File: src/verilog/vsf_defines.svh
// constants of the valve state fieldbus slave
`ifndef VSF_DEFINES_SVH
`define VSF_DEFINES_SVH
`define VSF_CLK_KHZ      10000
`define VSF_PULL_MS      200
`define VSF_WDOG_MS      1000
`define VSF_OFS_CTRL     8'h00
`define VSF_OFS_STATUS   8'h04
`define VSF_OFS_CONFIG   8'h08
`define VSF_OFS_MSGCNT   8'h0c
`define VSF_CTRL_VT_LSB  0
`define VSF_CTRL_SAFE_LSB 4
`define VSF_CTRL_COS_BIT 8
`define VSF_CFG_BAUD_LSB 8
`define VSF_RST_VTYPE    2'h2
`define VSF_RST_SAFE     3'h0
`define VSF_RST_ADDR     6'h3f
`define VSF_BAUD_SW_DFLT 2'h3
`define VSF_P_CLOSED_A   4'ha
`define VSF_P_OPEN       4'h1
`define VSF_P_CLOSED_B   4'h8
`define VSF_P_UPPER_B    4'h4
`define VSF_P_UPPER_C    4'h6
`endif

File: src/verilog/vsf_pkg.sv
// types of the valve state fieldbus slave
package vsf_pkg;
  // configured valve type
  typedef enum logic [1:0] {
    VT_MAIN = 2'h0,
    VT_DUAL = 2'h1,
    VT_LIFT = 2'h2,
    VT_SENS = 2'h3
  } vsf_vtype_e;
  // bus bit rate selection
  typedef enum logic [1:0] {
    BR_125 = 2'h0,
    BR_250 = 2'h1,
    BR_500 = 2'h2
  } vsf_baud_e;
  // kind of an i/o message
  typedef enum logic [1:0] {
    MK_POLL   = 2'h0,
    MK_STROBE = 2'h1,
    MK_COS    = 2'h2
  } vsf_kind_e;
endpackage

File: src/verilog/vsf_pilot_if.sv
// interface between slave core and pilot driver
`timescale 1ns/10ps
interface vsf_pilot_if;
  logic [2:0] cmd;      // wanted pilot states
  logic [2:0] safe_val; // states while bus is lost
  logic       bus_lost; // bus communication lost
  logic [2:0] on;       // pilot energised
  logic [2:0] boost;    // pilot at full switching power
  modport drv (input cmd, safe_val, bus_lost, output on, boost);
  modport ctl (output cmd, safe_val, bus_lost, input on, boost);
endinterface

File: src/verilog/vsf_top.sv
// valve state fieldbus slave core
//
// Decided for this implementation: the register offsets and the strobed register port.
`timescale 1ns/10ps
`include "vsf_defines.svh"
// Operation
// - valve state from four sensors per type
// - seat-lift type pattern table
// - bits 0..2 drive pilots, bit 3 ignored
// - sensor type passes raw bits
// - slave with polled, strobed, cos i/o
// - process and management messages kept apart
// - bit rate from two switches, default 125
// - node address 0..63, default 63
// - switch 1 is address lsb
// - one input and one output assembly
// - input assembly shows state or sensors
// - full power 200 ms, then holding
// - bus loss gives programmable safe state
module vsf_top #(
  parameter int PULL_CYC = `VSF_PULL_MS * `VSF_CLK_KHZ,
  parameter int WDOG_CYC = `VSF_WDOG_MS * `VSF_CLK_KHZ
) (
  input  wire logic       ref_clk,
  input  wire logic       rst,
  input  wire logic       ext_sensor_target_a,
  input  wire logic       ext_sensor_target_b,
  input  wire logic       int_sensor_target_a,
  input  wire logic       int_sensor_target_b,
  input  wire logic [5:0] addr_sw,
  input  wire logic [1:0] baud_sw,
  input  wire logic       msg_valid,
  input  wire logic       msg_is_io,
  input  wire logic [1:0] msg_kind,
  input  wire logic       pilot_out_bit0,
  input  wire logic       pilot_out_bit1,
  input  wire logic       pilot_out_bit2,
  input  wire logic       pilot_out_bit3,
  input  wire logic       can_bus_off,
  input  wire logic [7:0] reg_addr,
  input  wire logic [31:0] reg_wdata,
  input  wire logic       reg_wr,
  input  wire logic       reg_rd,
  output logic [31:0]     reg_rdata,
  output logic            tx_req,
  output logic            state_in_bit0,
  output logic            state_in_bit1,
  output logic            state_in_bit2,
  output logic            state_in_bit3,
  output logic            main_stroke_pilot,
  output logic            upper_lift_pilot,
  output logic            lower_lift_pilot,
  output logic [2:0]      pilot_boost,
  output logic            bus_lost,
  output logic [5:0]      node_address,
  output logic [1:0]      baud_sel
);
  localparam int WW = $clog2(WDOG_CYC + 1);
  localparam logic [WW-1:0] WD_MAX = WW'(WDOG_CYC);

  ////////////////////////////////////////////////////////////////////////////
  // declarations
  vsf_pkg::vsf_vtype_e vtype_reg;    // configured valve type
  logic [2:0]          safe_reg;     // safe pilot pattern
  logic                cos_en_reg;   // change-of-state connection open
  logic                cfg_done_reg; // switches already sampled
  logic [2:0]          cmd_reg;      // pilot bits from the master
  logic [WW-1:0]       wd_cnt_reg;   // cycles since last i/o message
  logic [15:0]         io_cnt_reg;   // process messages seen
  logic [15:0]         exp_cnt_reg;  // management messages seen
  logic [3:0]          tx_data_reg;  // last input assembly sent
  logic [3:0]          state_bits;   // decoded input assembly
  logic [3:0]          sens;         // taught sensor targets
  logic                io_msg;       // process message this cycle
  logic                exp_msg;      // management message this cycle
  logic                out_msg;      // process message with data
  logic                tx_fire;      // send input assembly
  logic [31:0]         rd_next;      // read data next value
  vsf_pilot_if         pif ();

  assign sens    = {int_sensor_target_b, int_sensor_target_a,
                    ext_sensor_target_b, ext_sensor_target_a};
  assign io_msg  = msg_valid && msg_is_io;
  assign exp_msg = msg_valid && !msg_is_io;
  // bit-strobe requests carry no pilot data for this node
  assign out_msg = io_msg && (msg_kind == 2'(vsf_pkg::MK_POLL) ||
                              msg_kind == 2'(vsf_pkg::MK_COS));

  ////////////////////////////////////////////////////////////////////////////
  // switch sampling
  // caught on the first clocked cycle after release, then frozen
  always_ff @(posedge ref_clk or posedge rst)
    if (rst)
    begin
      cfg_done_reg <= 1'b0;
      node_address <= `VSF_RST_ADDR;
      baud_sel     <= vsf_pkg::BR_125;
    end
    else if (!cfg_done_reg)
    begin
      cfg_done_reg <= 1'b1;
      node_address <= addr_sw;
      unique case (baud_sw)
        2'h1:    baud_sel <= vsf_pkg::BR_250;
        2'h2:    baud_sel <= vsf_pkg::BR_500;
        default: baud_sel <= vsf_pkg::BR_125;
      endcase
    end

  ////////////////////////////////////////////////////////////////////////////
  // control register writes
  always_ff @(posedge ref_clk or posedge rst)
    if (rst)
    begin
      vtype_reg  <= vsf_pkg::vsf_vtype_e'(`VSF_RST_VTYPE);
      safe_reg   <= `VSF_RST_SAFE;
      cos_en_reg <= 1'b0;
    end
    else if (reg_wr && reg_addr == `VSF_OFS_CTRL)
    begin
      vtype_reg  <= vsf_pkg::vsf_vtype_e'(
                    reg_wdata[`VSF_CTRL_VT_LSB +: 2]);
      safe_reg   <= reg_wdata[`VSF_CTRL_SAFE_LSB +: 3];
      cos_en_reg <= reg_wdata[`VSF_CTRL_COS_BIT];
    end

  ////////////////////////////////////////////////////////////////////////////
  // output assembly
  // only process messages move the pilots; bit 3 is dropped
  always_ff @(posedge ref_clk or posedge rst)
    if (rst)
      cmd_reg <= 3'h0;
    else if (out_msg)
      cmd_reg <= {pilot_out_bit2, pilot_out_bit1, pilot_out_bit0};

  ////////////////////////////////////////////////////////////////////////////
  // bus watchdog
  // saturates so a long silence cannot wrap back to healthy
  always_ff @(posedge ref_clk or posedge rst)
    if (rst)
      wd_cnt_reg <= '0;
    else if (io_msg)
      wd_cnt_reg <= '0;
    else if (wd_cnt_reg != WD_MAX)
      wd_cnt_reg <= wd_cnt_reg + WW'(1);

  // starts lost so pilots sit safe until the master talks; set wins
  always_ff @(posedge ref_clk or posedge rst)
    if (rst)
      bus_lost <= 1'b1;
    else if (can_bus_off || wd_cnt_reg == WD_MAX)
      bus_lost <= 1'b1;
    else if (io_msg)
      bus_lost <= 1'b0;

  ////////////////////////////////////////////////////////////////////////////
  // message statistics
  always_ff @(posedge ref_clk or posedge rst)
    if (rst)
    begin
      io_cnt_reg  <= 16'h0;
      exp_cnt_reg <= 16'h0;
    end
    else
    begin
      if (io_msg)
        io_cnt_reg <= io_cnt_reg + 16'h1;
      if (exp_msg)
        exp_cnt_reg <= exp_cnt_reg + 16'h1;
    end

  ////////////////////////////////////////////////////////////////////////////
  // input assembly
  vsf_decode u_decode (
    .ref_clk    (ref_clk),
    .rst        (rst),
    .sens       (sens),
    .vtype      (vtype_reg),
    .state_bits (state_bits)
  );

  // answer polls and strobes; with cos open, also each change
  assign tx_fire = (io_msg && (msg_kind == 2'(vsf_pkg::MK_POLL) ||
                               msg_kind == 2'(vsf_pkg::MK_STROBE))) ||
                   (cos_en_reg && state_bits != tx_data_reg);

  always_ff @(posedge ref_clk or posedge rst)
    if (rst)
    begin
      tx_req      <= 1'b0;
      tx_data_reg <= 4'h0;
    end
    else
    begin
      tx_req <= tx_fire;
      if (tx_fire)
        tx_data_reg <= state_bits;
    end

  assign state_in_bit0 = tx_data_reg[0];
  assign state_in_bit1 = tx_data_reg[1];
  assign state_in_bit2 = tx_data_reg[2];
  assign state_in_bit3 = tx_data_reg[3];

  ////////////////////////////////////////////////////////////////////////////
  // pilot driver
  assign pif.cmd      = cmd_reg;
  assign pif.safe_val = safe_reg;
  assign pif.bus_lost = bus_lost;

  vsf_pilot_drv #(.PULL_CYC (PULL_CYC)) u_pilot (
    .ref_clk (ref_clk),
    .rst     (rst),
    .pif     (pif.drv)
  );

  assign main_stroke_pilot = pif.on[0];
  assign upper_lift_pilot  = pif.on[1];
  assign lower_lift_pilot  = pif.on[2];
  assign pilot_boost       = pif.boost;

  ////////////////////////////////////////////////////////////////////////////
  // register reads
  // unmapped offsets read zero; data appear one cycle after strobe
  always_comb
  begin
    rd_next = 32'h0;
    unique case (reg_addr)
      `VSF_OFS_CTRL:
      begin
        rd_next[`VSF_CTRL_VT_LSB +: 2]   = vtype_reg;
        rd_next[`VSF_CTRL_SAFE_LSB +: 3] = safe_reg;
        rd_next[`VSF_CTRL_COS_BIT]       = cos_en_reg;
      end
      `VSF_OFS_STATUS:
        rd_next[7:0] = {bus_lost, pif.on, state_bits};
      `VSF_OFS_CONFIG:
      begin
        rd_next[5:0] = node_address;
        rd_next[`VSF_CFG_BAUD_LSB +: 2] = baud_sel;
      end
      `VSF_OFS_MSGCNT:
        rd_next = {exp_cnt_reg, io_cnt_reg};
      default:
        rd_next = 32'h0;
    endcase
  end

  always_ff @(posedge ref_clk or posedge rst)
    if (rst)
      reg_rdata <= 32'h0;
    else if (reg_rd)
      reg_rdata <= rd_next;
    else
      reg_rdata <= 32'h0;
endmodule // vsf_top

File: src/verilog/vsf_decode.sv
// sensor pattern to input assembly decoder
`timescale 1ns/10ps
`include "vsf_defines.svh"
module vsf_decode (
  input  wire logic              ref_clk,
  input  wire logic              rst,
  input  wire logic [3:0]        sens,       // bit0 = ext a .. bit3 = int b
  input  vsf_pkg::vsf_vtype_e    vtype,
  output logic      [3:0]        state_bits
);
  logic [3:0] pat; // pattern read as ext a, ext b, int a, int b

  assign pat = {sens[0], sens[1], sens[2], sens[3]};

  // one-hot state bits, raw sensor bits for the sensor type; a pattern outside the table gives zero
  function automatic logic [3:0] dec(vsf_pkg::vsf_vtype_e t,
                                     logic [3:0] p, logic [3:0] raw);
    logic [3:0] r;
    r = 4'h0;
    unique case (t)
      vsf_pkg::VT_MAIN:
      begin
        if (p == `VSF_P_CLOSED_A) r = 4'h1;
        if (p == `VSF_P_OPEN)     r = 4'h2;
      end
      vsf_pkg::VT_DUAL:
      begin
        if (p == `VSF_P_CLOSED_B) r = 4'h1;
        if (p == `VSF_P_OPEN)     r = 4'h2;
        if (p == `VSF_P_UPPER_B)  r = 4'h4;
        if (p == `VSF_P_CLOSED_A) r = 4'h8;
      end
      vsf_pkg::VT_LIFT:
      begin
        if (p == `VSF_P_CLOSED_A) r = 4'h1;
        if (p == `VSF_P_OPEN)     r = 4'h2;
        if (p == `VSF_P_UPPER_C)  r = 4'h4;
        if (p == `VSF_P_CLOSED_B) r = 4'h8;
      end
      vsf_pkg::VT_SENS: r = raw;
    endcase
    return r;
  endfunction

  // registered so the assembly never shows a half-settled pattern
  always_ff @(posedge ref_clk or posedge rst)
    if (rst)
      state_bits <= 4'h0;
    else
      state_bits <= dec(vtype, pat, sens);
endmodule // vsf_decode

File: src/verilog/vsf_pilot_drv.sv
// pilot valve driver with pull-in boost and safe state
`timescale 1ns/10ps
module vsf_pilot_drv #(
  parameter int PULL_CYC = 2000000 // full power cycles after switch-on
) (
  input wire logic ref_clk,
  input wire logic rst,
  vsf_pilot_if.drv pif
);
  localparam int CW = $clog2(PULL_CYC + 1);
  localparam logic [CW-1:0] PULL = CW'(PULL_CYC);

  genvar i;
  generate
    for (i = 0; i < 3; i++)
    begin : g_pilot
      logic          want;  // wanted state after bus check
      logic [CW-1:0] cnt;   // boost cycles still to run
      logic [CW-1:0] hcnt;  // boost length seen, checking only

      // a lost bus hands the pilot to the programmable safe state
      assign want = pif.bus_lost ? pif.safe_val[i] : pif.cmd[i];

      // on follows want every cycle
      always_ff @(posedge ref_clk or posedge rst)
        if (rst)
          pif.on[i] <= 1'b0;
        else
          pif.on[i] <= want;

      // boost for exactly PULL cycles, then drop to holding level
      always_ff @(posedge ref_clk or posedge rst)
        if (rst)
        begin
          pif.boost[i] <= 1'b0;
          cnt          <= '0;
        end
        else if (!want)
        begin
          pif.boost[i] <= 1'b0;
          cnt          <= '0;
        end
        else if (!pif.on[i])
        begin
          pif.boost[i] <= 1'b1;
          cnt          <= PULL;
        end
        else if (cnt != '0)
        begin
          pif.boost[i] <= (cnt != CW'(1));
          cnt          <= cnt - CW'(1);
        end

      // counts boost cycles for the length check
      always_ff @(posedge ref_clk or posedge rst)
        if (rst)
          hcnt <= '0;
        else if (!pif.boost[i])
          hcnt <= '0;
        else
          hcnt <= hcnt + CW'(1);

    end
  endgenerate
endmodule // vsf_pilot_drv

File: config.mk
export PLATFORM = sky130hd
export DESIGN_NAME = vsf_top
export DESIGN_NICKNAME = d
export VERILOG_FILES = /design/src/verilog/vsf_pkg.sv /design/src/verilog/vsf_pilot_if.sv /design/src/verilog/vsf_top.sv /design/src/verilog/vsf_decode.sv /design/src/verilog/vsf_pilot_drv.sv
export VERILOG_INCLUDE_DIRS = /design/src /design/src/verilog
export SDC_FILE = /design/constraint.sdc
export NUM_CORES = 1
export LEC_CHECK = 0
export BUFFER_PORTS_ARGS = -buffer_cell sky130_fd_sc_hd__buf_2
export CORE_MARGIN = 5
export CORE_UTILIZATION = 50
export CTS_BUF_LIST = sky130_fd_sc_hd__clkbuf_4 sky130_fd_sc_hd__clkbuf_8
export CTS_CLUSTER_DIAMETER = 120
export DETAILED_ROUTE_END_ITERATION = 16
export HOLD_SLACK_MARGIN = 0.15
export PLACE_DENSITY = 0.8
export SKIP_LAST_GASP = 1
export SYNTH_ARGS = -nofsm -noshare
export SYNTH_HDL_FRONTEND = slang
export SYNTH_SLANG_ARGS = --single-unit
File: constraint.sdc
create_clock -name ref_clk -period 17.9 [get_ports ref_clk]
set_input_delay 2.685 -clock ref_clk [delete_from_list [all_inputs] [get_ports ref_clk]]
set_output_delay 2.685 -clock ref_clk [all_outputs]
set_load 0.05 [all_outputs]
# Word level (Yosys, flattened, before mapping)

Index checks and enable logic that the tools add are counted.

Bits in registers: 185
Input port bits: 65
Output and inout bits: 52
Logic and storage cells: 117

Add/sub/neg operators: 6
Equality and inequality tests: 24
Mux-type cells: 44
Reductions and logical operators: 19

Operator list:

| operator                | number |
|---|---|
| $mux W21                | 9 |
| $ne A21 B1 Y1 const B   | 3 |
| $reduce_bool A21 Y1     | 3 |
| $sub A21 B1 Y21 const B | 3 |
| $mux W24                | 2 |
| $add A16 B1 Y16 const B | 2 |
| $mux W32                | 1 |
| $add A24 B1 Y24 const B | 1 |
| $eq A24 B24 Y1 const B  | 1 |
| $ne A24 B24 Y1 const B  | 1 |
| $mux W22                | 1 |
| $eq A8 B4 Y1 const B    | 2 |
| $mux W1                 | 16 |
| $pmux W2 S4             | 2 |
| $pmux W4 S4             | 1 |
| $ne A3 B3 Y1 const B    | 3 |
| $eq A2 B2 Y1 const B    | 4 |
| $eq A4 B3 Y1 const B    | 2 |
| $eq A4 B4 Y1 const B    | 2 |
| $eq A8 B3 Y1 const B    | 1 |
| $logic_not A8 Y1        | 1 |
| $mux W4                 | 2 |
| $eq A2 B1 Y1 const B    | 3 |
| $logic_and A1 B1 Y1     | 6 |
| 12 further kinds        | 21 |

# Logic depth before layout (Yosys ltp)

Gate-level depths: netlist (run 1).

Word-level depth: 6
Mapped depth: 8
Gate-level depth less buffers: 7

# By module

A second synthesis (run 1) with hierarchy kept.

Cell total of the unflattened synthesis: 842
Area, all modules: 8866.0 um^2

By module, submodules not included:

| module        | instances | cells each | area each (um^2) | seq. area each (um^2) |
|---|---|---|---|---|
| vsf_top       | 1         | 410        | 4832.1           | 2812.7 |
| vsf_pilot_drv | 1         | 408        | 3808.7           | 1726.7 |
| vsf_decode    | 1         | 24         | 225.2            | 100.1 |

# Worst setup path after synthesis (run 1)

Ideal clock, no wire load.

Path type: input -> register
Start point: input port reg_addr[5]
End point: register reg_rdata[11]
Arrival time: 4.220 ns
Data required time: 17.834 ns
Slack: 13.614 ns
Cell stages on the path: 6
Cell sequence: or4_1 -> nor3_1 -> nand2_1 -> nor2_1 -> clkbuf_1 -> and2_1

Cells in the longest elaborated chain, start to end: 3

Ends and longest elaborated chain:

| what                 | RTL line       | source |
|---|---|---|
| start, declared      | vsf_top.sv:40  | `input wire logic [7:0] reg_addr,` |
| $eq A8 B4 Y1         | vsf_top.sv:228 | `unique case (reg_addr)` |
| $mux W22             | vsf_top.sv:228 |  |
| $mux W32             | vsf_top.sv:252 | `else if (reg_rd)` |
| end signal, assigned | vsf_top.sv:253 | `reg_rdata <= rd_next;` |
| end, declared        | vsf_top.sv:44  | `output logic [31:0] reg_rdata,` |

Every way passes these cells.
A chain may end at the register's enable or synchronous reset.

# Worst setup path after layout (run 1)

Start point: input port reg_addr[5]
End point: register reg_rdata[21]

The elaborated chain is that of the path after synthesis.

==> results.md, run 1 <==
- The run finished with clean final reports.
- After detailed routing, the average wire length per cell comes to 15.6 um.
- The stage delay of the slowest cell on the critical path is 820 ps.
- The pin count of the biggest net entering global routing is 105.
- The maximum fanout encountered on the critical timing path is 22.
- For the pin with the worst max-slew slack, the measured transition is 1110 ps.
- The number of fillers in the final layout is 1,460.
- The post-synthesis sequential area ratio is 53.0%.
- Internal power comes to 0.648 mW.
- The number of gates resized after cts is 0.
- The count of buffers added on input and output ports is 89.
- Once placement finished, the instance area stood at 9380 um2.
- In this run the static leakage power is 4.78 nW.
- After clock tree synthesis, the clock-pin slew on the worst setup and hold paths is 90 ps.
- For this run, global-route usage on met1 was measured as 26.4%.
- The routed wire length is 17,800 um.
- The post-synthesis instance area is 8750 um2.
- The path depth of the worst reg2reg path is 6.
- Of all flip-flops after synthesis, the portion carrying an async set or reset was 100%.
- The total chip power is 0.946 mW.
- At the worst endpoint, the arrival time is 5180 ps.
- The largest total area in the synthesized netlist belongs to sky130_fd_sc_hd__dfrtp_1.
- The via count of the first global-routing pass is 6,048.
- STA classifies the critical path startpoint as a primary input.
- The area inside the core boundary is 17,200 um2.
- The total power density per cell area is 97.0 nW/um2.
- The met3 track demand over resource in global routing is 3.73%.
- The combinational group share of total power is 21.8%.
- For this design, the sink count on the clock tree is 185.
- The top cell type by area accounts for 50.6% of the synthesized area.
- The utilization after layout is 56.6%.
- The worst-case IR drop observed on VDD is 0.0552 mV.
- Across the run, the number of max-cap violations was 0.
- The area of the die is 20,200 um2.
- The routing usage on met2 is 28.7%.
- The initial cell density of the core is 50.8%.
- The layout-stage area growth over the synthesis result is 11.5%.
- Counting I/O delays and the setup requirement, the final critical path takes 4790 ps.
- The net count of the finished layout is 985.
- The kind of end point of the critical path is a flip-flop.
- The maximum frequency from static timing analysis is 0.209 GHz.
- The buffer depth of the longest clock path is 2.
- For hold timing, the worst endpoint is exp_cnt_reg[15]$_DFFE_PP0P_.
- The first TritonRoute pass finished after 4 iterations.
- The overall die width is 142 um.
- Measured against its own limit, the worst slew margin works out to 25.4%.
- The detailed router finished its first iteration with 351 violations.
- A synthesized cell averages 10.6 um2.
- The number of buffers added for setup after CTS is 0.
- The signal on the critical path passes through buf_2 -> or4_1 -> nor3_1 -> nand2_1 -> nor2_1 -> and2_1.
- Detailed placement finished with a half-perimeter wire length of 12,600 um.
- The remaining routing DRC violations is 0.
- The critical path runs through a total of 6 cells.
- The number of top-level design ports is 117.
- The setup clock skew after layout is 10.2 ps.
- For this run the aggregate overflow at the end of global routing stands at 0.
- The tightest hold path in the finished design has a slack of 474 ps.
- The startpoint identified for the worst hold timing path is exp_cnt_reg[15]$_DFFE_PP0P_.
- The critical path's slowest cell is sky130_fd_sc_hd__nor2_1.
- The number of library cell types mapped by synthesis is 60.
- The placement row count is 48.
- The global-route layer with the greatest usage is met2.
- Using the TritonRoute via totals, the vias-per-cell ratio works out to 5.56.
- The number of warnings issued by yosys is 0.
- The count of endpoints failing hold in the final timing report is 0.
- The register share of total power is 50.5%.
- In this run the critical register-to-register path is captured at u_pilot.g_pilot[0].cnt[1]$_DFFE_PP0P_.
- The cell depth of the worst hold path is 1.
- The net switching component of the power is 0.298 mW.
- The clock reaches the later pin of the worst-skew pair after 460 ps.
- CTS built an H-tree with a depth of 4.
- The number of antenna violations at the first check in global routing is 0.
- The worst-case register-to-register setup slack is 14,900 ps.
- The first-pass GRT wire length is 30,300 um.
- Global routing consumed, over all layers together, 18.5% of the routing resources.
- The final count of negative-setup-slack endpoints is 0.
- Of the total power, the share spent switching nets is 31.5%.
- Detailed routing inserted a total of 6,366 vias.
- The register with the most flip-flops in the layout has 63 of them.
- Setup repair after global routing left no endpoint under its margin.
- The total buffers and inverters traversed by the critical path is 1.
- The cell sitting at the root of the clock tree is a sky130_fd_sc_hd__clkbuf_8.
- Yosys mapped a number of flops with a built-in enable equal to 0.
- The overall die height is 142 um.
- The final instance area is 9750 um2.
- The number of buffers created by CTS is 17.
- The number of synthesized register bits is 185.
- The post-route setup TNS is 0 ps.
- The tightest min-delay check is of the flip-flop to flip-flop type.
- The startpoint-to-endpoint class of the critical path is primary input to flip-flop.
- The hold buffer count at cts is 0.
- Routability-driven placement finished with a final weighted congestion of 0.853.
- The worst register-to-register path begins at u_pilot.g_pilot[0].cnt[0]$_DFFE_PP0P_.
- The fraction of final layout cells with drive strength greater than 1 is 19.1%.
- The number of nets handed over by synthesis was 904.
- Ranked by total cell area, the synthesized netlist is headed by sky130_fd_sc_hd__dfrtp_1, sky130_fd_sc_hd__xnor2_1, sky130_fd_sc_hd__nor2_1, sky130_fd_sc_hd__xor2_1, sky130_fd_sc_hd__mux2_2.
- The synthesized instance count is 826.
- The number of slew-limit violations in the final report is 0.
- Per report_power, the clock group accounts for 27.6% of the total.
- For this run, the leading register cell type out of synthesis is sky130_fd_sc_hd__dfrtp_1.
- TritonCTS built the clock tree.
- Broken down by cell family, the worst path's largest delay share belongs to simple AND/OR/NAND/NOR gates.
- Data on the critical path is required at its endpoint by 18,290 ps.
- In this run the remaining antenna-violating nets after routing total 0.
- After layout, the worst path uses 26.8% of the clock period.
- 0 antenna diodes ended up in the layout.
cell families after synthesis:
| group | Yosys count | share of synthesized area [%] |
|---|---|---|
| simple gates | 364 | 22.5 |
| flops | 185 | 53.0 |
| compound gates | 93 | 6.82 |
| xor+xnor | 85 | 8.51 |
| buf+inv | 48 | 2.12 |
| mux | 37 | 5.13 |
| fa+ha+maj | 13 | 1.86 |
| other cells | 1 | 0.0429 |
synthesized netlist by cell type, drive strengths merged (2+ instances only):
master	number
and2	27
nand3	26
nand3b	3
a2111oi	5
a31oi	4
nor3b	15
a21o	2
a22oi	3
o22ai	2
mux4	4
and3	15
xnor2	47
nand4	23
mux2i	10
a21oi	30
clkbuf	26
dfrtp	177
nand2	55
xor2	38
or4	16
or2	3
nand2b	12
nor4	16
o211ai	5
a211oi	7
buf	3
ha	13
o31ai	4
inv	19
o21ai	18
nor2	91
and4	4
nor2b	2
o2111ai	2
or3	17
or4b	2
mux2	23
dfstp	8
nor3	30
or3b	3
worst max path at each step:
stage | endpoint | from | slack, ps
global placement | reg_rdata[17]$_DFF_PP0_ | reg_addr[5] | 12600
floorplan | baud_sel[0]$_DFFE_PP0N_ | rst | 10200
global route | reg_rdata[21]$_DFF_PP0_ | reg_addr[5] | 12930
detailed placement | reg_rdata[21]$_DFF_PP0_ | reg_addr[5] | 12570
finish | reg_rdata[21]$_DFF_PP0_ | reg_addr[5] | 13110
CTS | reg_rdata[21]$_DFF_PP0_ | reg_addr[5] | 13040
area by class of cell:
cell class	instances	area, um2	area share [%]
clock buffers	18	248	2.54
repair buffers	91	460	4.72
well taps	225	282	2.89
flip-flops and latches	185	4640	47.6
multi-input cells	593	3920	40.2
clock inverters	14	123	1.26
inverters	19	76.3	0.783
worst register-to-register path, stage by stage, from the launching register on:
cell and delay (ps):
sky130_fd_sc_hd__dfrtp_1 420, sky130_fd_sc_hd__inv_1 130, sky130_fd_sc_hd__ha_1 190, sky130_fd_sc_hd__or4b_2 630
sky130_fd_sc_hd__nor3_1 870, sky130_fd_sc_hd__nand2_1 360, sky130_fd_sc_hd__a211oi_1 310
per-stage QoR:
| step | instances | worst slack [ps] |
|---|---|---|
| floorplan | 826 | 10200 |
| global placement | 1113 | 12600 |
| detailed placement | 1113 | 12570 |
| CTS | 1145 | 13040 |
| global route | 1145 | 12930 |
| finish | 1145 | 13110 |
power by group through the flow:
stage	registers, mW	logic (mW)	clock network (mW)
CTS	0.478	0.208	0.269
global route	0.484	0.232	0.288
global placement	0.485	0.202	0
finish	0.478	0.207	0.261
floorplan	0.488	0.161	0
detailed placement	0.486	0.207	0
metal layers:
layer  vias to the layer above  share of wire (%)
met5                         -                  0
met4                         0                1.8
met3                        24                4.3
met2                       109                 47
met1                      3169                 46
li1                       3064                  -
layout by cell type, fill, tap and decap left out, types with 13 or more instances in the layout:
cell type	netlist	routed
sky130_fd_sc_hd__nor3b_1	15	15
sky130_fd_sc_hd__nor3_1	30	30
sky130_fd_sc_hd__xnor2_1	47	47
sky130_fd_sc_hd__and3_1	15	15
sky130_fd_sc_hd__a21oi_1	30	30
sky130_fd_sc_hd__nand2_1	55	55
sky130_fd_sc_hd__buf_2	3	89
sky130_fd_sc_hd__and2_1	27	27
sky130_fd_sc_hd__or3_1	17	17
sky130_fd_sc_hd__ha_1	13	13
sky130_fd_sc_hd__nand3_1	26	26
sky130_fd_sc_hd__nor2_1	91	91
sky130_fd_sc_hd__o21ai_0	17	17
sky130_fd_sc_hd__dfrtp_1	177	177
sky130_fd_sc_hd__clkbuf_8	0	18
sky130_fd_sc_hd__nand4_1	23	23
sky130_fd_sc_hd__inv_1	19	18
sky130_fd_sc_hd__xor2_1	38	38
sky130_fd_sc_hd__mux2_2	23	23
(Power assumes the default switching activity.)
==> run 2, diff against run 1 <==
--- a/config.mk
+++ b/config.mk
@@ -13,7 +13,7 @@
 export CTS_CLUSTER_DIAMETER = 120
 export DETAILED_ROUTE_END_ITERATION = 16
 export HOLD_SLACK_MARGIN = 0.15
-export PLACE_DENSITY = 0.8
+export PLACE_DENSITY = 0.82
 export SKIP_LAST_GASP = 1
 export SYNTH_ARGS = -nofsm -noshare
 export SYNTH_HDL_FRONTEND = slang
==> constraint.sdc (replaced) <==
create_clock -name ref_clk -period 3.9 [get_ports ref_clk]
set_input_delay 0.585 -clock ref_clk [delete_from_list [all_inputs] [get_ports ref_clk]]
set_output_delay 0.585 -clock ref_clk [all_outputs]
set_load 0.05 [all_outputs]
==> results.md, run 2 (synthesis results as in run 1) <==
- The pin count of the biggest net entering global routing is 186 (+77%).
- The transition time at the pin with the least slew margin is 963 ps (-147 ps).
- The root buffer selected by CTS is sky130_fd_sc_hd__clkbuf_8.
- The combinational group share of total power is 20.9% (-0.9 points).
- The final instance area is 9870 um2 (+1.2%).
- The fraction of power consumed by the clock network was 31.7% (+4.1 points).
- The sequential cell area in the final layout is 4640 um2 (unchanged).
- The flip-flop count of the largest register after layout was 63 (unchanged).
- The vias per cell came to 5.56 (about the same).
- The post-route setup TNS is 0 ps (unchanged).
- The final layout net count is 987 (+0.20%).
- The total of max-cap violations is 0 (unchanged).
- The maximum frequency from static timing analysis is 0.370 GHz.
- The area inside the core boundary is 17,200 um2 (unchanged).
- The peak supply drop was 0.418 mV (+660%).
- Subtracting the final worst setup slack from the clock period gives 2700 ps.
- The fraction of final layout cells with drive strength greater than 1 came to 19.3% (+0.18 points).
- The endpoint arrival time on the critical path is 3060 ps (-2120 ps).
- The placement row count is 48 (unchanged).
- The CTS sink count was 185 (unchanged).
- The net switching component of the power is 1.39 mW (+370%).
- The routed wire length is 18,200 um (+2.1%).
- The H-tree level count is 4 (unchanged).
- The remaining routing DRC violations is 0 (unchanged).
- The count of endpoints failing hold in the final timing report was 0 (unchanged).
- The number of buffers added on ports came to 89 (unchanged).
- The overall die height is 142 um (unchanged).
- The number of slew-limit violations in the final report is 0 (unchanged).
- The last weighted congestion value of the routability-driven placer was 0.845 (-1.0%).
- The detailed-route wire length per cell is 15.9 um (+1.8%).
- The maximum fanout encountered on the critical timing path was 10 (-55%).
- The nature of the critical path startpoint is a flip-flop.
- The overall fraction of global-route tracks in use is 18.7% (+0.19 points).
- The worst-case register-to-register setup slack is 1200 ps (-13,700 ps).
- The overall die width is 142 um (unchanged).
- The total placed instance area came to 9410 um2 (+0.28%).
- The area of the die is 20,200 um2 (unchanged).
- The initial detailed-routing violation count is 388 (+11%).
- For hold timing, the worst endpoint is bus_lost$_DFFE_PP1P_.
- The worst register-to-register path ends at u_pilot.g_pilot[1].cnt[20]$_DFFE_PP0P_.
- The utilization after layout is 57.3% (+0.69 points).
- The number of antenna violations at the first check in global routing came to 1 (+1).
- The clock latency on the worst-skew pair is 460 ps (about the same).
- The startpoint-to-endpoint class of the critical path is flip-flop to flip-flop.
- The number of gates resized after cts came to 0 (unchanged).
- The path depth of the worst reg2reg path is 7 (+1).
- The iteration count of the initial detailed-routing pass came to 5 (+1).
- The cell depth of the worst hold path was 2 (+1).
- The via count of the first global-routing pass is 6,374 (+5.4%).
- The internal power came to 3.24 mW (+400%).
- The net switching fraction of the power was 30.1% (-1.5 points).
- The total power density per cell area is 470 nW/um2 (+380%).
- The worst hold path startpoint is can_bus_off.
- The kind of end point of the critical path is a flip-flop.
- The final count of negative-setup-slack endpoints came to 0 (unchanged).
- The top cell types in the final layout, fill and taps aside, are sky130_fd_sc_hd__dfrtp_1, sky130_fd_sc_hd__nor2_1, sky130_fd_sc_hd__buf_2.
- The worst path required time is 4250 ps (-14,040 ps).
- The worst hold margin is 312 ps (-161 ps).
- The number of placed cells counting well taps came to 1,115 (+0.18%).
- The post-detailed-placement half-perimeter wirelength is 12,700 um (+0.37%).
- The global-route congestion overflow total came to 0 (unchanged).
- The multi-input logic area is 3920 um2 (unchanged).
- The worst path uses 69.3% of the clock period.
- The number of buffers created by CTS is 17 (unchanged).
- The via count of the routed design was 6,381 (+0.24%).
- The static power due to leakage is 4.84 nW (+1.2%).
- TritonCTS built the clock tree.
- The hold buffer count at cts is 0 (unchanged).
- The area growth from synthesis to layout is 12.8%.
- The buffer depth of the longest clock path came to 2 (unchanged).
- The clock transition at the registers of the reported paths is 100 ps (about the same).
- Setup repair after global routing left no endpoint under its margin.
- The post-layout instance count excluding filler cells is 1,148 (+0.26%).
- The post-route antenna net violation count is 0 (unchanged).
- The setup clock skew after layout is 16.5 ps (+6.28 ps).
- The number of buffers added for setup after CTS is 0 (unchanged).
- The first-pass GRT wire length was 30,600 um (+0.93%).
- The most frequent standard cell in the layout excluding fill and tap cells is sky130_fd_sc_hd__dfrtp_1.
- The worst relative slew slack is 35.8% (+10 points).
- The number of top-level design ports came to 117 (unchanged).
- The initial cell density of the core is 50.8% (unchanged).
- The start of the worst register-to-register path is u_pilot.g_pilot[1].cnt[0]$_DFFE_PP0P_.
- The register share of total power is 47.4% (-3.1 points).
- The run finished with clean final reports.
- The tightest min-delay check is of the primary input to flip-flop type.
- The number of fillers in the final layout came to 1,438 (-1.5%).
## run 2: cell types whose count changed in the layout (fill, tap and decap cells not counted), sizes merged
| cell | before | now |
|---|---|---|
| buf | 91 | 93 |
| diode | 0 | 1 |
| clkinv | 8 | 3 |
| clkinvlp | 2 | 1 |
| inv | 22 | 23 |
| clkbuf | 18 | 19 |
| bufinv | 1 | 5 |
## run 2: metrics by stage
stage	setup WS [ps]	total power [mW]
after global routing	1030	4.88
after global placement	1230	3.16
after detailed placement	1230	3.19
after floorplan	943	2.98
final	1200	4.64
after CTS	1220	4.66
## run 2: critical path: stages (launching register included)
cell	delay, ps
sky130_fd_sc_hd__dfrtp_1	440
sky130_fd_sc_hd__inv_1	110
sky130_fd_sc_hd__ha_1	220
sky130_fd_sc_hd__or4b_2	610
sky130_fd_sc_hd__nor4_2	450
sky130_fd_sc_hd__and2_1	450
sky130_fd_sc_hd__a21o_1	250
sky130_fd_sc_hd__nor3_1	80
## run 2: layout make-up
class | instances | area share, %
Sequential cell | 185 | 47.0
Multi-Input combinational cell | 593 | 39.8
Timing Repair Buffer | 93 | 4.94
Tap cell | 225 | 2.85
Clock buffer | 19 | 2.52
Clock inverter | 13 | 2.14
Inverter | 19 | 0.761
Antenna cell | 1 | 0.0254
## run 2: how the worst max path moves through the flow
stage,from,slack [ps],cells after the start,end
2_1_floorplan,rst,940,1,baud_sel[0]$_DFFE_PP0N_
3_3_place_gp,reg_addr[5],1230,5,vtype_reg[0]$_DFFE_PP0P_
3_5_place_dp,reg_addr[5],1230,5,vtype_reg[0]$_DFFE_PP0P_
4_1_cts,u_pilot.g_pilot[1].cnt[0]$_DFFE_PP0P_,1220,7,u_pilot.g_pilot[1].cnt[20]$_DFFE_PP0P_
5_1_grt,u_pilot.g_pilot[1].cnt[0]$_DFFE_PP0P_,1030,7,u_pilot.g_pilot[1].cnt[19]$_DFFE_PP0P_
6_report,u_pilot.g_pilot[1].cnt[0]$_DFFE_PP0P_,1200,7,u_pilot.g_pilot[1].cnt[20]$_DFFE_PP0P_
## run 2: per-layer routing
| layer | global-route usage (%) | vias to the layer above | part of all wire, % |
|---|---|---|---|
| li1 | - | 3068 | - |
| met1 | 25.0 | 3171 | 45 |
| met5 | 0 | - | 0 |
| met4 | 6.11 | 0 | 2.0 |
| met3 | 4.23 | 28 | 4.2 |
| met2 | 30.5 | 114 | 49 |
## run 2: power by group through the flow
stage          Combinational (mW)  Clock, mW  Sequential [mW]
3_3_place_gp                0.933          0             2.22
3_5_place_dp                0.957          0             2.23
2_1_floorplan               0.741          0             2.24
6_report                    0.969       1.47             2.20
4_1_cts                     0.970       1.50             2.19
5_1_grt                      1.08       1.58             2.22
==> run 3, diff against run 2 <==
==> constraint.sdc (replaced) <==
create_clock -name ref_clk -period 2.2 [get_ports ref_clk]
set_input_delay 0.33 -clock ref_clk [delete_from_list [all_inputs] [get_ports ref_clk]]
set_output_delay 0.33 -clock ref_clk [all_outputs]
set_load 0.05 [all_outputs]
==> results.md, run 3 (synthesis results as in run 1) <==
- The run finished, with violations left.
- The final reports fail on setup timing.
- The cell family contributing the most delay on the critical path is simple AND/OR/NAND/NOR gates.
- The layout-stage area growth over the synthesis result is 24.1%.
- The clock latency on the worst-skew pair is 460 ps (about the same).
- The last weighted congestion value of the routability-driven placer is 0.846 (+0.13%).
- The vias per cell is 5.54 (-0.37%).
- The number of antenna violations at the first check in global routing was 1 (unchanged).
- The area inside the core boundary was 17,200 um2 (unchanged).
- The global-route congestion overflow total is 0 (unchanged).
- The path class of the tightest hold or removal check is primary input to flip-flop.
- The flip-flop count of the largest register after layout is 63 (unchanged).
- The overall die height is 142 um (unchanged).
- The static power due to leakage is 5.37 nW (+11%).
- The buffer depth of the longest clock path is 2 (unchanged).
- The initial detailed-routing violation count was 397 (+2.3%).
- The area of the die came to 20,200 um2 (unchanged).
- The final critical-path required period is 2240 ps (-464 ps).
- The number of top-level design ports was 117 (unchanged).
- The number of slew-limit violations in the final report is 0 (unchanged).
- The total of max-cap violations came to 0 (unchanged).
- The H-tree level count came to 4 (unchanged).
- The clock transition at the registers of the reported paths is 90 ps (about the same).
- The utilization after layout is 63.0% (+5.7 points).
- By instance count, the cell type seen most on the critical path is sky130_fd_sc_hd__or4_4.
- STA classifies the critical path endpoint as a flip-flop.
- The number of buffers created by CTS was 17 (unchanged).
- The critical path's slowest cell is sky130_fd_sc_hd__or4_4.
- The tree is rooted in a sky130_fd_sc_hd__clkbuf_8.
- The initial cell density of the core is 50.8% (unchanged).
- The post-detailed-placement half-perimeter wirelength is 13,900 um (+10%).
- The final layout net count came to 1,091 (+11%).
- The setup slack at placement is -137 ps (-1360 ps).
- The total chip power came to 8.47 mW (+83%).
- The via count of the routed design is 6,933 (+8.7%).
- The first-pass GRT wire length was 34,000 um (+11%).
- In the layout the commonest cells are sky130_fd_sc_hd__dfrtp_1, sky130_fd_sc_hd__nor2_1, sky130_fd_sc_hd__buf_2.
- The overall fraction of global-route tracks in use was 20.8% (+2.1 points).
- The worst path required time came to 2550 ps (-1700 ps).
- The peak supply drop was 0.436 mV (+4.3%).
- The placement row count came to 48 (unchanged).
- The overall die width was 142 um (unchanged).
- The setup clock skew after layout was 9.01 ps (-7.52 ps).
- The total power density per cell area is 780 nW/um2 (+66%).
- The via count of the first global-routing pass is 7,037 (+10%).
- The remaining routing DRC violations was 0 (unchanged).
- The final worst setup slack is -38.4 ps (-1240 ps).
- The critical path goes through or4_4 -> or4_4 -> buf_4 -> o211ai_1 -> xor2_1 -> nor2_1.
- The total buffers and inverters traversed by the critical path was 1 (unchanged).
- The transition time at the pin with the least slew margin was 525 ps (-438 ps).
- The final count of negative-setup-slack endpoints was 4 (+4).
- The worst relative slew slack is 64.1% (+28 points).
- Setup repair after global routing could not meet its margin everywhere.
- The cell depth of the worst hold path is 3 (+1).
- The post-route antenna net violation count is 0 (unchanged).
- The maximum frequency from static timing analysis came to 0.447 GHz (+21%).
- The fraction of final layout cells with drive strength greater than 1 was 27.3% (+8.0 points).
- The routed wire length is 20,300 um (+12%).
- The number of stages on the worst setup path is 6 (-1).
- The pin count of the biggest net entering global routing came to 69 (-63%).
- The number of buffers added on ports was 89 (unchanged).
- The stage delay of the slowest cell on the critical path is 560 ps (-50 ps).
- By startpoint and endpoint, the worst setup path is classified as flip-flop to flip-flop.
- The nature of the critical path startpoint is a flip-flop.
- The maximum fanout encountered on the critical timing path is 5 (-5).
- The share of the clock period used by the worst path is 102% (+32 points).
- The library cell used most frequently in the layout, excluding fill and tap cells, is sky130_fd_sc_hd__dfrtp_1.
- The count of endpoints failing hold in the final timing report came to 0 (unchanged).
- The path depth of the worst reg2reg path is 6 (-1).
- The iteration count of the initial detailed-routing pass is 5 (unchanged).
- The CTS sink count is 185 (unchanged).
- The endpoint arrival time on the critical path is 2590 ps (-470 ps).
- The detailed-route wire length per cell is 16.2 um (+2.4%).
- TritonCTS built the clock tree.
- The number of fillers in the final layout was 1,334 (-7.2%).
[run 3: cell types whose count changed in the layout (fill, tap and decap cells not counted), moves of 4 or more]
cell                            change
sky130_fd_sc_hd__buf_4             +76
sky130_fd_sc_hd__dlygate4sd3_1     +24
sky130_fd_sc_hd__or4_1              -4
sky130_fd_sc_hd__or4_4              +5
[run 3: worst reg2reg max path, stage by stage (launching register included)]
cell	delay, ps
sky130_fd_sc_hd__dfrtp_1	390
sky130_fd_sc_hd__or4_4	560
sky130_fd_sc_hd__or4_4	560
sky130_fd_sc_hd__buf_4	180
sky130_fd_sc_hd__o211ai_1	180
sky130_fd_sc_hd__xor2_1	190
sky130_fd_sc_hd__nor2_1	60
[run 3: per-layer routing]
| layer | up-vias | GRT usage (%) | share of wire [%] |
|---|---|---|---|
| met1 | 3417 | 26.9 | 43 |
| met3 | 53 | 3.83 | 3.8 |
| li1 | 3288 | - | - |
| met2 | 175 | 34.8 | 50 |
| met5 | - | 0 | 0 |
| met4 | 0 | 8.28 | 3.1 |
[run 3: cell type report]
cell class                      count  area (um2)  area share (%)
Inverter                           19        75.1           0.691
Clock buffer                       19         262            2.41
Timing Repair Buffer              196        1350            12.4
Clock inverter                     13         168            1.54
Sequential cell                   185        4640            42.7
Antenna cell                        1        2.50          0.0230
Multi-Input combinational cell    594        4080            37.6
Tap cell                          225         282            2.59
[run 3: repair_timing]
action                                  4_1_cts  5_1_grt
endpoints found under the setup margin       38       44
gates resized for setup                      11       25
setup buffers                                 0        4
pin swaps                                     0       17
hold buffers                                 24        0
gates cloned                                  0        1
hold endpoints to repair                     36        0
[run 3: where the power goes]
group	switching, mW	internal (mW)
combinational	1.11	1.04
clock	1.23	1.20
sequential	0.266	3.63
[run 3: path summary, 6_finish.rpt]
check / endpoint / from / slack (ps)
min in group asynchronous: u_pilot.g_pilot[1].cnt[17]$_DFFE_PP0P_ / rst / 420
max in group asynchronous: reg_rdata[17]$_DFF_PP0_ / rst / 1080
worst min-delay path: baud_sel[0]$_DFFE_PP0N_ / baud_sw[1] / 210
worst max-delay path: u_pilot.g_pilot[2].cnt[9]$_DFFE_PP0P_ / u_pilot.g_pilot[2].cnt[7]$_DFFE_PP0P_ / -40
worst max register to register: u_pilot.g_pilot[2].cnt[9]$_DFFE_PP0P_ / u_pilot.g_pilot[2].cnt[7]$_DFFE_PP0P_ / -40
worst min register to register: io_cnt_reg[15]$_DFFE_PP0P_ / io_cnt_reg[15]$_DFFE_PP0P_ / 470
[run 3: stage by stage]
| stage | TNS (ps) | cells | hold WS [ps] | cell area [um2] |
|---|---|---|---|---|
| final | -85.9 | 1252 | 207 | 10900 |
| after global routing | -1080 | 1252 | 206 | 10900 |
| after CTS | -578 | 1246 | 171 | 10700 |
| after detailed placement | -1120 | 1190 | 366 | 10000 |
| after global placement | -38.7 | 1190 | 364 | 10000 |
| after floorplan | -88850 | 826 | 432 | 8780 |
